### src/verilog/buf_event_pkg.sv
// package: register map, field positions and carriers for the buffer event and error counter block
`default_nettype none

package buf_event_pkg;

    // ------------------------------------------------------------
    // register indices (byte address is four times the index)
    // ------------------------------------------------------------
    localparam logic [11:0] BUF_EVENT_IDX   = 12'h012C;
    localparam logic [11:0] MISSED_CNT_IDX  = 12'h0130;
    localparam logic [11:0] COLL_CNT_IDX    = 12'h0132;
    localparam logic [11:0] EVENT_CFG_IDX   = 12'h0100;

    // ------------------------------------------------------------
    // fixed identifier patterns in bits 5:0
    // ------------------------------------------------------------
    localparam logic [5:0]  BUF_EVENT_ID    = 6'h0C;
    localparam logic [5:0]  MISSED_CNT_ID   = 6'h10;
    localparam logic [5:0]  COLL_CNT_ID     = 6'h12;
    localparam logic [5:0]  EVENT_CFG_ID    = 6'h0B;

    // ------------------------------------------------------------
    // bit positions shared by event flags and their enables
    // ------------------------------------------------------------
    localparam int SOFT_IRQ_BIT      = 6;
    localparam int DMA_DONE_BIT      = 7;
    localparam int TX_READY_BIT      = 8;
    localparam int TX_STARVED_BIT    = 9;
    localparam int RX_LOST_BIT       = 10;
    localparam int EARLY_RX_BIT      = 11;
    localparam int COLL_MID_BIT      = 12;
    localparam int MISSED_MID_BIT    = 13;
    localparam int ADDR_MATCH_BIT    = 15;

    // ------------------------------------------------------------
    // masks, counter layout and reset values
    // ------------------------------------------------------------
    localparam logic [15:0] EVENT_MASK      = 16'h8FC0;
    localparam logic [15:0] CFG_WRITE_MASK  = 16'hBF80;
    localparam logic [15:0] EVENT_CFG_RESET = 16'h0000;
    localparam int          COUNT_LSB       = 6;
    localparam int          COUNT_W         = 10;
    localparam logic [7:0]  EARLY_RX_BYTES  = 8'h80;

    // ------------------------------------------------------------
    // carriers
    // ------------------------------------------------------------
    typedef struct packed {
        logic dma_frame_done;
        logic tx_accept_ready;
        logic tx_starved;
        logic rx_frame_lost;
        logic rx_frame_start;
        logic rx_byte;
        logic addr_match;
    } mac_events_t;

    typedef struct packed {
        logic tx_active;
        logic tp_rx_active;
        logic attachment_collision_input;
    } line_state_t;

    // byte address of a register index
    function automatic logic [11:0] byte_addr(input logic [11:0] idx);
        byte_addr = {idx[9:0], 2'b00};
    endfunction : byte_addr

endpackage : buf_event_pkg

`default_nettype wire

### src/verilog/buffer_event_and_error_counters.sv
// module: buffer event register, missed frame and collision counters behind an APB slave
//
// How it works
// - event register reads identifier 001100 in bits 5:0.
// - a software interrupt request sets the soft interrupt flag.
// - slave DMA moving received frames sets the DMA done flag, interrupts if enabled.
// - readiness to accept a transmit frame sets its flag, interrupts if enabled.
// - running out of transmit data sets the starved flag, interrupts if enabled.
// - frames lost to slow buffer unloading set the lost flag, interrupts if enabled.
// - 128 received bytes of a frame set the early receive flag.
// - passing the address filter sets the match flag, before the early flag.
// - reading the event register returns all flags then clears them.
// - missed counter sits in bits 15:6, counts frames lost for buffer space.
// - missed counter stepping 1FFh to 200h interrupts when enabled.
// - missed counter wraps to zero after 3FFh; host reads it before.
// - reading the missed counter returns it then clears it.
// - missed counter register reads identifier 010000 in bits 5:0.
// - collision counter in bits 15:6 counts collision activity during transmit.
// - collision counter stepping 1FFh to 200h interrupts when enabled.
// - collision counter wraps to zero after 3FFh; host reads it before.
// - reading the collision counter returns it then clears it.
// - collision counter register reads identifier 010010 in bits 5:0.
// - after a transmit underrun the frame is abandoned; host must rebid.
// - each written soft interrupt request produces exactly one event.
//
// Register access over APB is this design's own decision.
`default_nettype none

module buffer_event_and_error_counters
    import buf_event_pkg::*;
#(
    parameter int ADDR_W = 12
) (
    // clock, reset and clock enable
    input  wire logic              clock,
    input  wire logic              reset,
    input  wire logic              ce,
    // apb slave
    input  wire logic              psel,
    input  wire logic              penable,
    input  wire logic              pwrite,
    input  wire logic [ADDR_W-1:0] paddr,
    input  wire logic [31:0]       pwdata,
    output logic [31:0]            prdata,
    output logic                   pready,
    output logic                   pslverr,
    // mac engine events and line state
    input  wire mac_events_t       mac_events,
    input  wire line_state_t       line_state,
    // outputs to the system and transmit engine
    output logic                   irq,
    output logic                   tx_abort
);

    // ------------------------------------------------------------
    // apb access decode
    // ------------------------------------------------------------
    logic        access;
    logic        rd_access;
    logic        wr_access;
    logic        hit_event;
    logic        hit_missed;
    logic        hit_coll;
    logic        hit_cfg;
    logic        hit_any;

    // a request acts once, in the access cycle before pready is shown
    assign access     = psel && penable && !pready;
    assign rd_access  = access && !pwrite;
    assign wr_access  = access && pwrite;
    assign hit_event  = paddr == ADDR_W'(byte_addr(BUF_EVENT_IDX));
    assign hit_missed = paddr == ADDR_W'(byte_addr(MISSED_CNT_IDX));
    assign hit_coll   = paddr == ADDR_W'(byte_addr(COLL_CNT_IDX));
    assign hit_cfg    = paddr == ADDR_W'(byte_addr(EVENT_CFG_IDX));
    assign hit_any    = hit_event || hit_missed || hit_coll || hit_cfg;

    // ------------------------------------------------------------
    // state
    // ------------------------------------------------------------
    logic [15:0]        event_reg;
    logic [15:0]        event_next;
    logic [15:0]        event_set;
    logic [15:0]        enable_reg;
    logic [7:0]         rx_bytes_reg;
    logic               early_done_reg;
    logic               coll_line_reg;
    logic               coll_line;
    logic               coll_inc;
    logic               early_hit;
    logic [COUNT_W-1:0] missed_count;
    logic [COUNT_W-1:0] coll_count;
    logic               missed_mid;
    logic               coll_mid;
    logic [15:0]        read_word;

    // ------------------------------------------------------------
    // enable configuration register
    // ------------------------------------------------------------
    // software writes the enables; bit 6 is a request that is never stored
    always_ff @(posedge clock) begin
        if (reset) begin
            enable_reg <= EVENT_CFG_RESET;
        end else if (ce) begin
            if (wr_access && hit_cfg) begin
                enable_reg <= pwdata[15:0] & CFG_WRITE_MASK;
            end
        end
    end

    // ------------------------------------------------------------
    // early receive byte counting
    // ------------------------------------------------------------
    // count bytes of the current frame and fire once at the threshold
    always_ff @(posedge clock) begin
        if (reset) begin
            rx_bytes_reg   <= 8'h00;
            early_done_reg <= 1'b0;
        end else if (ce) begin
            if (mac_events.rx_frame_start) begin
                rx_bytes_reg   <= 8'h00;
                early_done_reg <= 1'b0;
            end else if (mac_events.rx_byte && !early_done_reg) begin
                rx_bytes_reg   <= rx_bytes_reg + 8'h01;
                early_done_reg <= early_hit;
            end
        end
    end

    assign early_hit = mac_events.rx_byte && !early_done_reg && !mac_events.rx_frame_start
                       && (rx_bytes_reg == EARLY_RX_BYTES - 8'h01);

    // ------------------------------------------------------------
    // collision detection during transmit
    // ------------------------------------------------------------
    assign coll_line = line_state.tp_rx_active || line_state.attachment_collision_input;
    assign coll_inc  = line_state.tx_active && coll_line && !coll_line_reg;

    // remember the previous collision line level for edge detection
    always_ff @(posedge clock) begin
        if (reset) begin
            coll_line_reg <= 1'b0;
        end else if (ce) begin
            coll_line_reg <= coll_line;
        end
    end

    // ------------------------------------------------------------
    // event flags
    // ------------------------------------------------------------
    // collect this cycle's events at the bit of their enables
    always_comb begin
        event_set                 = 16'h0000;
        event_set[SOFT_IRQ_BIT]   = wr_access && hit_cfg && pwdata[SOFT_IRQ_BIT];
        event_set[DMA_DONE_BIT]   = mac_events.dma_frame_done;
        event_set[TX_READY_BIT]   = mac_events.tx_accept_ready;
        event_set[TX_STARVED_BIT] = mac_events.tx_starved;
        event_set[RX_LOST_BIT]    = mac_events.rx_frame_lost;
        event_set[EARLY_RX_BIT]   = early_hit;
        event_set[ADDR_MATCH_BIT] = mac_events.addr_match;
    end

    // a read clears, but an event in the same cycle survives it
    always_comb begin
        if (rd_access && hit_event) begin
            event_next = event_set & EVENT_MASK;
        end else begin
            event_next = (event_reg | event_set) & EVENT_MASK;
        end
    end

    // hold the flags
    always_ff @(posedge clock) begin
        if (reset) begin
            event_reg <= 16'h0000;
        end else if (ce) begin
            event_reg <= event_next;
        end
    end

    // ------------------------------------------------------------
    // error counters
    // ------------------------------------------------------------
    // missed frames: one per frame lost for lack of buffer space
    counter_midpoint #(
        .WIDTH    (COUNT_W)
    ) u_missed (
        .clock    (clock),
        .reset    (reset),
        .ce       (ce),
        .inc      (mac_events.rx_frame_lost),
        .clear    (rd_access && hit_missed),
        .count    (missed_count),
        .midpoint (missed_mid)
    );

    // collisions: one per rise of collision activity while transmitting
    counter_midpoint #(
        .WIDTH    (COUNT_W)
    ) u_coll (
        .clock    (clock),
        .reset    (reset),
        .ce       (ce),
        .inc      (coll_inc),
        .clear    (rd_access && hit_coll),
        .count    (coll_count),
        .midpoint (coll_mid)
    );

    // ------------------------------------------------------------
    // read data selection
    // ------------------------------------------------------------
    // each register word carries its identifier in the low six bits
    always_comb begin
        read_word = 16'h0000;
        if (hit_event) begin
            read_word = {event_reg[15:6], BUF_EVENT_ID};
        end else if (hit_missed) begin
            read_word = {missed_count, MISSED_CNT_ID};
        end else if (hit_coll) begin
            read_word = {coll_count, COLL_CNT_ID};
        end else if (hit_cfg) begin
            read_word = {enable_reg[15:6], EVENT_CFG_ID};
        end
    end

    // ------------------------------------------------------------
    // apb answer
    // ------------------------------------------------------------
    // one wait state: data, ready and error are registered together
    always_ff @(posedge clock) begin
        if (reset) begin
            pready  <= 1'b0;
            pslverr <= 1'b0;
            prdata  <= 32'h0000_0000;
        end else if (ce) begin
            pready  <= access;
            pslverr <= access && !hit_any;
            if (rd_access) begin
                prdata <= {16'h0000, read_word};
            end
        end
    end

    // ------------------------------------------------------------
    // interrupt request
    // ------------------------------------------------------------
    // any enabled flag or midpoint raises the request
    always_ff @(posedge clock) begin
        if (reset) begin
            irq <= 1'b0;
        end else if (ce) begin
            irq <= (|(event_reg & enable_reg & EVENT_MASK))
                   || (missed_mid && enable_reg[MISSED_MID_BIT])
                   || (coll_mid && enable_reg[COLL_MID_BIT])
                   || event_reg[SOFT_IRQ_BIT];
        end
    end

    // ------------------------------------------------------------
    // transmit abandon on underrun
    // ------------------------------------------------------------
    // one-cycle pulse telling the transmit engine to drop the frame
    always_ff @(posedge clock) begin
        if (reset) begin
            tx_abort <= 1'b0;
        end else if (ce) begin
            tx_abort <= mac_events.tx_starved;
        end
    end

endmodule : buffer_event_and_error_counters

`default_nettype wire

### src/verilog/counter_midpoint.sv
// module: read-clear wrapping counter with sticky midpoint flag
`default_nettype none

module counter_midpoint
    import buf_event_pkg::*;
#(
    parameter int WIDTH = 10
) (
    // clock and control
    input  wire logic             clock,
    input  wire logic             reset,
    input  wire logic             ce,
    // count and clear
    input  wire logic             inc,
    input  wire logic             clear,
    // state
    output logic [WIDTH-1:0]      count,
    output logic                  midpoint
);

    localparam logic [WIDTH-1:0] HALF_MINUS_ONE = {1'b0, {(WIDTH-1){1'b1}}};
    localparam logic [WIDTH-1:0] ONE            = {{(WIDTH-1){1'b0}}, 1'b1};

    // ------------------------------------------------------------
    // count: wraps after all ones, a clearing read keeps a same-cycle step
    // ------------------------------------------------------------
    always_ff @(posedge clock) begin
        if (reset) begin
            count <= '0;
        end else if (ce) begin
            if (clear) begin
                count <= inc ? ONE : '0;
            end else if (inc) begin
                count <= count + ONE;
            end
        end
    end

    // midpoint: sticky on the step from half minus one to half
    always_ff @(posedge clock) begin
        if (reset) begin
            midpoint <= 1'b0;
        end else if (ce) begin
            if (inc && !clear && count == HALF_MINUS_ONE) begin
                midpoint <= 1'b1;
            end else if (clear) begin
                midpoint <= 1'b0;
            end
        end
    end

endmodule : counter_midpoint

`default_nettype wire
### config.mk
export PLATFORM = sky130hd
export DESIGN_NAME = buffer_event_and_error_counters
export DESIGN_NICKNAME = d
export VERILOG_FILES = /design/src/verilog/buf_event_pkg.sv /design/src/verilog/buffer_event_and_error_counters.sv /design/src/verilog/counter_midpoint.sv
export SDC_FILE = /design/constraint.sdc
export NUM_CORES = 1
export LEC_CHECK = 0
export BUFFER_PORTS_ARGS = -buffer_cell sky130_fd_sc_hd__buf_2
export CAP_MARGIN = 20
export CORE_UTILIZATION = 56
export CTS_CLUSTER_SIZE = 24
export DETAILED_ROUTE_END_ITERATION = 7
export PLACE_DENSITY = 0.9
export SKIP_LAST_GASP = 1
export SYNTH_ARGS = -nofsm -noshare
export SYNTH_HDL_FRONTEND = slang
export SYNTH_SLANG_ARGS = --single-unit
### constraint.sdc
create_clock -name clock -period 5.16 [get_ports clock]
set_clock_uncertainty 0.15 [all_clocks]
set_input_delay 1.032 -clock clock [delete_from_list [all_inputs] [get_ports clock]]
set_output_delay 1.032 -clock clock [all_outputs]
set_load 0.05 [all_outputs]
==> impl_metrics.py, run 1 <==
metrics = {
    "logic_synthesis": {
        "syn_inst": 396,
        "syn-mean-instance-area_um2": 8.22,
        "synth_edf_count": 0,
        "netlist_area_um2": 3260,
        "synth_seq_cells": 66,
        "synth-warning-count": 0,
        "async_flop_share_pct": 0,
        "seq_area_frac_synth_pct": 40.6,
        "ys.flop_type": "dfxtp_1",
        "ys_types": 49,
    },
    "clocking": {
        "post-cts-setup-buffers": 0,
        "clk_latency_ps": 350,
        "clock_path_buffers": 2,
        "path_clk_slew_ps": 70,
        "post_cts_resized": 0,
        "ctsRootBufferMaster": "clkbuf_8",
        "htreeDepth": 3,
        "tritoncts": "built",
        "cts.sinks": 66,
        "cts-hold-fix-buffers": 0,
        "cts_inserted_buffers": 9,
    },
    "detailed_routing": {
        "via_per_inst": 6.04,
        "met3_length_um": 584,
        "wirelength_met1_um": 3380,
        "dr_total_vias": 3171,
        "routed_wl_um": 8050,
        "wire_per_inst_um": 15.3,
        "dr.pass1.iters": 5,
        "highest_layer": "met4",
        "drt_iter0_markers": 379,
        "antenna_left": 0,
        "dr_wl_met2_um": 3840,
        "drcViolationCount": 0,
    },
    "min_path": {
        "min_path_type": "flop to flop",
        "hp-start": "prdata[0]",
        "hold-path-endpoint": "prdata[0]",
        "hold_depth": 2,
    },
    "cells_and_area": {
        "syn2layout_area_growth_pct": 13.8,
        "regArea_um2": 1320,
        "largest_registers": "prdata x15, u_coll.count x10, u_missed.count x10",
        "fill_cells": 464,
        "regMostFlops": "prdata",
        "multi_input_area_um2": 1800,
        "nets": 512,
        "largest_reg_flops": 15,
        "drive_gt1_share_pct": 18.8,
        "utilization_pct": 66.9,
        "antenna_cells": 0,
    },
    "floorplan": {
        "die_h_um": 78.2,
        "start_util_pct": 58.8,
        "dieWidth_um": 78.2,
        "io_pins": 96,
        "die_area_um2": 6120,
        "rows": 27,
        "core_area_um2": 5540,
    },
    "critical_path": {
        "worstReg2RegEnd": "u_coll.count[4]",
        "rr_worst_depth": 6,
        "cp-end-kind": "flop",
        "critical_path_class": "input pin to flop",
        "r2r_start": "pready",
        "critPathLaunchType": "input pin",
        "crit_arrival_ps": 3130,
        "rrSetupSlack_ps": 2970,
        "crit_required_ps": 5220,
        "worstPathMaxFanout": 8,
    },
    "timing": {
        "tightest_slew_ps": 998,
        "finalSetupTns_ps": 0,
        "maxSlewHeadroom_pct": 32.5,
        "fin_ws_ps": 2090,
        "maxClockFrequency_mhz": 325,
        "fin_crit_ps": 3070,
        "finalSetupViolCount": 0,
        "rsz0062_at_grt": "false",
        "finalCritPeriodShare_pct": 59.6,
        "slew_violations": 0,
        "hold_viol_final": 0,
    },
    "placed_design": {
        "gp_congestion": 0.879,
        "dpl.hpwl_um": 5720,
        "portBuffers": 55,
        "dpl_worst_slack_ps": 1840,
    },
    "run": {
        "drv_cap": 0,
    },
    "pwr": {
        "peakVddDrop_mv": 0.210,
        "p_sw_uw": 286,
        "sw_frac_of_total_pct": 26.9,
        "p_per_area_nw_per_um2": 287,
        "share_comb_of_total_power_pct": 10.1,
        "cell_internal_pwr_uw": 777,
        "p_leak_nw": 1.41,
        "pwr-share-seq_pct": 49.3,
        "p_clk_share_pct": 40.6,
    },
    "global_routing": {
        "grt_use_total_pct": 27.8,
        "grt_pass1_wl_um": 13200,
        "grt_overflow": 0,
        "antenna_found_initial": 0,
        "first_global_vias": 2806,
        "grt_max_degree": 38,
    },
    "status": {
        "status": "completed",
    },
}
-- cell type report --
class,instances,share of cell area [%]
multi-input cells,311,48.5
flip-flops and latches,66,35.7
repair buffers,57,7.84
clock buffers,10,3.71
well taps,72,2.43
clock inverters,5,1.49
inverters,4,0.405
-- stage by stage --
stage / total power [mW] / cell area, um^2 / hold WS (ps) / instances
finish: 1.06 / 3700 / 301 / 525
global route: 1.09 / 3700 / 322 / 525
detailed placement: 0.641 / 3510 / 292 / 510
CTS: 1.06 / 3700 / 303 / 525
floorplan: 0.620 / 3320 / 291 / 412
global placement: 0.638 / 3510 / 290 / 510
-- power groups by stage --
stage	clock network, mW	logic, mW	registers, mW
floorplan	0	0.0782	0.542
global placement	0	0.102	0.535
detailed placement	0	0.105	0.536
CTS	0.432	0.106	0.524
global route	0.454	0.115	0.525
finish	0.432	0.107	0.524
-- worst max-delay path: stages --
cell	delay, ps
buf_2	100
or4b_4	570
nor4_1	670
nand2_1	410
a22oi_1	280
nor2_1	70
-- synthesized netlist by cell type (2+ instances only) --
cell,n,area share (%)
o21ai_0,26,4.0
xor2_1,9,2.4
nor2b_1,2,0.38
a221oi_1,3,0.81
a31oi_1,3,0.58
nand3_1,14,2.2
and3_1,2,0.38
inv_1,4,0.46
buf_2,3,0.46
or3_1,11,2.1
mux2i_1,8,2.5
nor4b_1,2,0.54
ha_1,3,1.2
clkbuf_1,11,1.3
or4_1,7,1.6
a211oi_1,2,0.46
nor4bb_1,2,0.61
xnor2_1,2,0.54
and4_1,2,0.54
buf_4,17,3.9
nor4_1,3,0.58
o31ai_1,5,1.2
a22oi_1,9,2.1
mux2_2,8,2.8
nand2b_1,5,0.96
a21oi_1,36,5.5
nor2_1,44,5.1
dfxtp_1,66,41
nand2_1,53,6.1
nor3_1,6,0.92
nand4b_1,2,0.54
nand4_1,9,1.7
-- how the worst max path moves through the flow --
stage | endpoint | start | cells past startpoint | slack (ps)
2_1_floorplan | u_coll.count[4] | paddr[9] | 5 | 2280
3_3_place_gp | u_coll.count[4] | paddr[9] | 6 | 1920
3_5_place_dp | event_reg[6] | paddr[9] | 6 | 1840
4_1_cts | event_reg[6] | paddr[9] | 6 | 2190
5_1_grt | prdata[15] | paddr[9] | 6 | 2000
6_report | event_reg[6] | paddr[9] | 6 | 2090
-- logic make-up after synthesis --
| group | after synthesis | share of synthesized area [%] |
|---|---|---|
| and+or+nand+nor | 171 | 26.5 |
| DFF | 66 | 40.6 |
| muxes | 16 | 5.23 |
| AOI/OAI and AO/OA | 93 | 17.4 |
| adders and majority gates | 3 | 1.15 |
| xor gates and xnor gates | 11 | 2.96 |
| other | 1 | 0.115 |
| buffers and inverters | 35 | 6.11 |
-- cell usage in the layout, fill, tap and decap left out, types with 7 or more instances in the layout --
cell type,Yosys,final
mux2_2,8,8
xor2_1,9,9
buf_2,3,55
a22oi_1,9,9
nor2_1,44,44
clkbuf_8,0,10
o21ai_0,26,26
dfxtp_1,66,66
conb_1,1,17
nand4_1,9,9
or4_1,7,7
nand2_1,53,53
nand3_1,14,14
mux2i_1,8,8
or3_1,11,11
a21oi_1,36,36
-- layer usage --
| metal | vias to the layer above | global-route usage, % |
|---|---|---|
| li1 | 1506 | - |
| met2 | 146 | 45.4 |
| met4 | 0 | 16.1 |
| met5 | - | 0 |
| met3 | 25 | 5.81 |
| met1 | 1494 | 33.9 |
Note: power is estimated with default switching activity, not from simulation.
==> inputs of run 2 (changes only) <==
CORE_UTILIZATION = 47   (was 56)
PLACE_DENSITY = 0.81   (was 0.9)
clock period = 2.8 ns   (was 5.16 ns; I/O delays follow)
==> impl_metrics.py, run 2 (synthesis gave the netlist of run 1 again) <==
metrics = {
    "detailed_routing": {
        "drcViolationCount": 0,
        "drt_iter0_markers": 235,
        "dr_total_vias": 3100,
        "wire_per_inst_um": 15.1,
        "dr.pass1.iters": 5,
        "routed_wl_um": 8080,
        "antenna_left": 0,
        "via_per_inst": 5.78,
    },
    "clocking": {
        "cts_inserted_buffers": 9,
        "post_cts_resized": 0,
        "post-cts-setup-buffers": 0,
        "clock_path_buffers": 2,
        "ctsRootBufferMaster": "clkbuf_8",
        "path_clk_slew_ps": 70,
        "cts-hold-fix-buffers": 0,
        "htreeDepth": 3,
        "tritoncts": "built",
        "cts.sinks": 66,
        "clk_latency_ps": 340,
    },
    "cells_and_area": {
        "drive_gt1_share_pct": 19.8,
        "syn2layout_area_growth_pct": 15.4,
        "antenna_cells": 0,
        "layout_commonest_cell": "dfxtp_1",
        "nets": 520,
        "final_cell_mix": "dfxtp_1 (66), buf_2 (55), nand2_1 (53), nor2_1 (44), a21oi_1 (36)",
        "largest_reg_flops": 15,
        "regMostFlops": "prdata",
        "largest_registers": "prdata x15, u_coll.count x10, u_missed.count x10",
        "final_cell_area_um2": 3760,
    },
    "critical_path": {
        "critical_path_class": "input pin to flop",
        "crit_arrival_ps": 2350,
        "rr_worst_depth": 5,
        "worstReg2RegEnd": "u_coll.count[4]",
        "rrSetupSlack_ps": 630,
        "worstPathMaxFanout": 17,
        "r2r_start": "pready",
        "crit_required_ps": 2930,
        "critPathLaunchType": "input pin",
        "cp-end-kind": "flop",
    },
    "placed_design": {
        "portBuffers": 55,
        "dpl.hpwl_um": 5980,
        "post_dp_cell_area_um2": 3580,
        "gp_congestion": 0.923,
    },
    "pwr": {
        "sw_frac_of_total_pct": 26.2,
        "share_comb_of_total_power_pct": 10.2,
        "p_clk_share_pct": 39.8,
        "p_sw_uw": 507,
        "peakVddDrop_mv": 0.330,
        "p_per_area_nw_per_um2": 515,
        "cell_internal_pwr_mw": 1.43,
        "p_leak_nw": 1.44,
        "pwr-share-seq_pct": 50.0,
    },
    "global_routing": {
        "grt_use_total_pct": 23.9,
        "grt_overflow": 0,
        "first_global_vias": 2877,
        "antenna_found_initial": 0,
        "grt_pass1_wl_um": 13500,
        "grt_max_degree": 37,
    },
    "min_path": {
        "hold-path-endpoint": "enable_reg[12]",
        "min_path_type": "input pin to flop",
        "hold_depth": 3,
        "hp-start": "pwdata[12]",
    },
    "timing": {
        "finalSetupTns_ps": 0,
        "hold_viol_final": 0,
        "maxSlewHeadroom_pct": 56.7,
        "finalCritPeriodShare_pct": 79.6,
        "tightest_slew_ps": 640,
        "rsz0062_at_grt": "false",
        "finalSetupViolCount": 0,
        "fin_crit_ps": 2230,
        "slew_violations": 0,
        "maxClockFrequency_mhz": 449,
    },
    "floorplan": {
        "core_area_um2": 6530,
        "die_h_um": 85.2,
        "io_pins": 96,
        "start_util_pct": 49.8,
        "rows": 29,
        "dieWidth_um": 85.2,
        "die_area_um2": 7260,
    },
    "run": {
        "drv_cap": 0,
    },
    "status": {
        "status": "completed",
    },
}
-- run 2: cell types whose count changed in the layout (fill, tap and decap cells not counted), sizes merged --
cell and delta:
clkinvlp -1, clkinv -1, buf +8
-- run 2: how the worst max path moves through the flow --
stage | from | to | slack, ps | depth (start not counted)
floorplan | paddr[9] | u_coll.count[4] | 400 | 5
global placement | paddr[9] | u_coll.count[4] | 260 | 6
detailed placement | paddr[9] | u_coll.count[4] | 210 | 6
CTS | paddr[9] | u_coll.count[4] | 570 | 6
global route | pready | u_coll.count[4] | 470 | 5
finish | paddr[9] | u_coll.count[4] | 570 | 6
-- run 2: worst max-delay path: stages --
cell and delay (ps):
buf_2 100, or4b_4 550, nor3_4 200, a31oi_4 210, or4_1 580, a21oi_1 140
-- run 2: power by group through the flow --
stage,sequential (mW),combinational (mW),clock (mW)
2_1_floorplan,0.999,0.144,0
3_3_place_gp,0.987,0.193,0
3_5_place_dp,0.987,0.197,0
4_1_cts,0.966,0.198,0.780
5_1_grt,0.968,0.216,0.822
6_report,0.967,0.198,0.769
-- run 2: cell type report --
type                    count  area (um^2)
clock buffers              10          138
clock inverters             3         42.5
fillers                   587         2770
inverters                   4         15.0
multi-input cells         311         1800
flip-flops and latches     66         1320
well taps                  77         96.3
repair buffers             65          350
-- run 2: stage by stage --
step                      hold slack (ps)  setup WS, ps  power, mW  utilization [%]  cells
after global routing                  298           465       2.01             57.5    536
after detailed placement              297           210       1.18             54.8    523
after floorplan                       291           396       1.14                -    412
after CTS                             289           571       1.94             57.5    536
after global placement                285           260       1.18             54.8    523
final                                 299           572       1.93             57.5    536
-- run 2: metal layers --
metal / part of all wire [%] / track usage (%) / wire [um]
met5: 0 / 0 / 0
met4: 2.8 / 10.6 / 225
met3: 8.0 / 6.42 / 646
met2: 47 / 39.8 / 3800
met1: 42 / 29.0 / 3400
==> inputs of run 3 (changes only) <==
CORE_UTILIZATION = 52   (was 47)
PLACE_DENSITY = 0.84   (was 0.81)
clock period = 2.05 ns   (was 2.8 ns; I/O delays follow)
==> impl_metrics.py, run 3 (synthesis gave the netlist of run 1 again) <==
metrics = {
    "status": {
        "status": "completed",
    },
    "detailed_routing": {
        "wirelength_met1_um": 3870,
        "drcViolationCount": 0,
        "routed_wl_um": 8940,
        "met3_length_um": 651,
        "drt_iter0_markers": 261,
        "dr_wl_met2_um": 4210,
        "via_per_inst": 5.79,
        "antenna_left": 0,
        "wire_per_inst_um": 15.9,
        "dr_total_vias": 3268,
        "highest_layer": "met4",
        "dr.pass1.iters": 5,
    },
    "critical_path": {
        "worstPathMaxFanout": 8,
        "r2r_start": "pready",
        "worstReg2RegEnd": "u_coll.count[7]",
        "rr_worst_depth": 6,
        "rrSetupSlack_ps": 120,
        "critPathLaunchType": "input pin",
        "cp-end-kind": "flop",
        "critical_path_class": "input pin to flop",
        "crit_required_ps": 2190,
        "crit_arrival_ps": 2180,
    },
    "min_path": {
        "hold-path-endpoint": "enable_reg[13]",
        "hold_depth": 3,
        "min_path_type": "input pin to flop",
        "hp-start": "pwdata[13]",
    },
    "clocking": {
        "clock_path_buffers": 2,
        "tritoncts": "built",
        "cts-hold-fix-buffers": 0,
        "cts_inserted_buffers": 9,
        "clk_latency_ps": 360,
        "ctsRootBufferMaster": "clkbuf_8",
        "htreeDepth": 3,
        "path_clk_slew_ps": 70,
        "cts.sinks": 66,
    },
    "timing": {
        "slew_violations": 0,
        "tightest_slew_ps": 608,
        "maxSlewHeadroom_pct": 59.1,
        "rsz0062_at_grt": "true",
        "maxClockFrequency_mhz": 489,
        "hold_viol_final": 0,
        "finalCritPeriodShare_pct": 99.7,
        "finalSetupViolCount": 0,
        "fin_crit_ps": 2040,
    },
    "cells_and_area": {
        "syn2layout_area_growth_pct": 24.9,
        "fill_cells": 489,
        "utilization_pct": 67.9,
        "antenna_cells": 0,
        "final_cell_area_um2": 4070,
        "layout_commonest_cell": "dfxtp_1",
        "largest_reg_flops": 15,
        "regMostFlops": "prdata",
        "largest_registers": "prdata x15, u_coll.count x10, u_missed.count x10",
        "nets": 547,
        "drive_gt1_share_pct": 26.8,
        "final_cell_mix": "dfxtp_1 (66), buf_2 (54), nand2_1 (52), nor2_1 (44), buf_4 (35)",
    },
    "global_routing": {
        "antenna_found_initial": 0,
        "grt_pass1_wl_um": 14000,
        "grt_overflow": 0,
        "grt_use_total_pct": 28.5,
        "first_global_vias": 2975,
        "grt_max_degree": 37,
    },
    "pwr": {
        "p_sw_uw": 762,
        "share_comb_of_total_power_pct": 10.8,
        "p_clk_share_pct": 43.5,
        "pwr-share-seq_pct": 45.7,
        "cell_internal_pwr_mw": 2.12,
        "peakVddDrop_mv": 0.518,
        "p_leak_nw": 1.60,
        "sw_frac_of_total_pct": 26.4,
        "p_per_area_nw_per_um2": 710,
    },
    "run": {
        "drv_cap": 0,
    },
    "placed_design": {
        "dpl.hpwl_um": 6480,
        "portBuffers": 55,
        "gp_congestion": 0.946,
        "post_dp_cell_area_um2": 3770,
    },
    "floorplan": {
        "rows": 28,
        "dieWidth_um": 81.1,
        "die_h_um": 81.1,
        "core_area_um2": 5990,
        "io_pins": 96,
        "die_area_um2": 6580,
        "start_util_pct": 54.3,
    },
}
[run 3: cell types whose count changed in the layout (fill, tap and decap cells not counted), sizes merged]
cell / change
bufinv: +1
clkinvlp: +1
inv: +1
buf: +27
[run 3: power by group through the flow]
stage | sequential, mW | combinational, mW | clock [mW]
after floorplan | 1.36 | 0.198 | 0
after global placement | 1.35 | 0.292 | 0
after detailed placement | 1.35 | 0.301 | 0
after CTS | 1.32 | 0.303 | 1.26
after global routing | 1.32 | 0.337 | 1.33
final | 1.32 | 0.313 | 1.25
[run 3: worst max path at each step]
| stage | start | endpoint | slack (ps) | depth (start not counted) |
|---|---|---|---|---|
| 2_1_floorplan | paddr[9] | u_coll.count[4] | -200 | 5 |
| 3_3_place_gp | paddr[9] | u_coll.count[9] | -270 | 7 |
| 3_5_place_dp | paddr[9] | u_coll.count[9] | -320 | 8 |
| 4_1_cts | paddr[9] | u_coll.count[4] | 60 | 6 |
| 5_1_grt | paddr[9] | u_coll.count[7] | -50 | 7 |
| 6_report | paddr[9] | u_coll.count[7] | 6 | 7 |
[run 3: critical path: stages]
cell     delay, ps
buf_6           90
or4b_4         560
nor3_4         240
a31oi_4        180
buf_6          170
or4_1          410
a21oi_1        130
[run 3: layout make-up]
class / instances / area (um^2) / share of cell area [%]
inverter: 4 / 15.0 / 0.369
sequential: 66 / 1320 / 32.5
multi-input combinational: 311 / 1840 / 45.3
timing repair buffer: 92 / 567 / 13.9
clock buffer: 10 / 138 / 3.39
tap: 75 / 93.8 / 2.31
clock inverter: 6 / 88.8 / 2.19
[run 3: what timing repair did]
action                                  CTS  global route
gates resized for setup                   0            12
buffers inserted                          0             2
endpoints found under the setup margin    0             4
[run 3: routing by layer]
layer | up-vias | track usage [%]
met5 | - | 0
met4 | 0 | 12.7
met3 | 19 | 6.63
met2 | 148 | 46.1
met1 | 1529 | 35.9
li1 | 1572 | -
[run 3: through the flow]
step | TNS, ps | setup slack [ps] | std cells | power [mW] | hold slack [ps]
after floorplan | -1190 | -202 | 412 | 1.56 | 291
final | 0 | 6.36 | 564 | 2.89 | 144
after detailed placement | -5950 | -316 | 546 | 1.65 | 296
after global placement | -4430 | -268 | 546 | 1.64 | 288
after global routing | -154 | -46.2 | 564 | 2.99 | 139
after CTS | 0 | 57.5 | 562 | 2.88 | 134
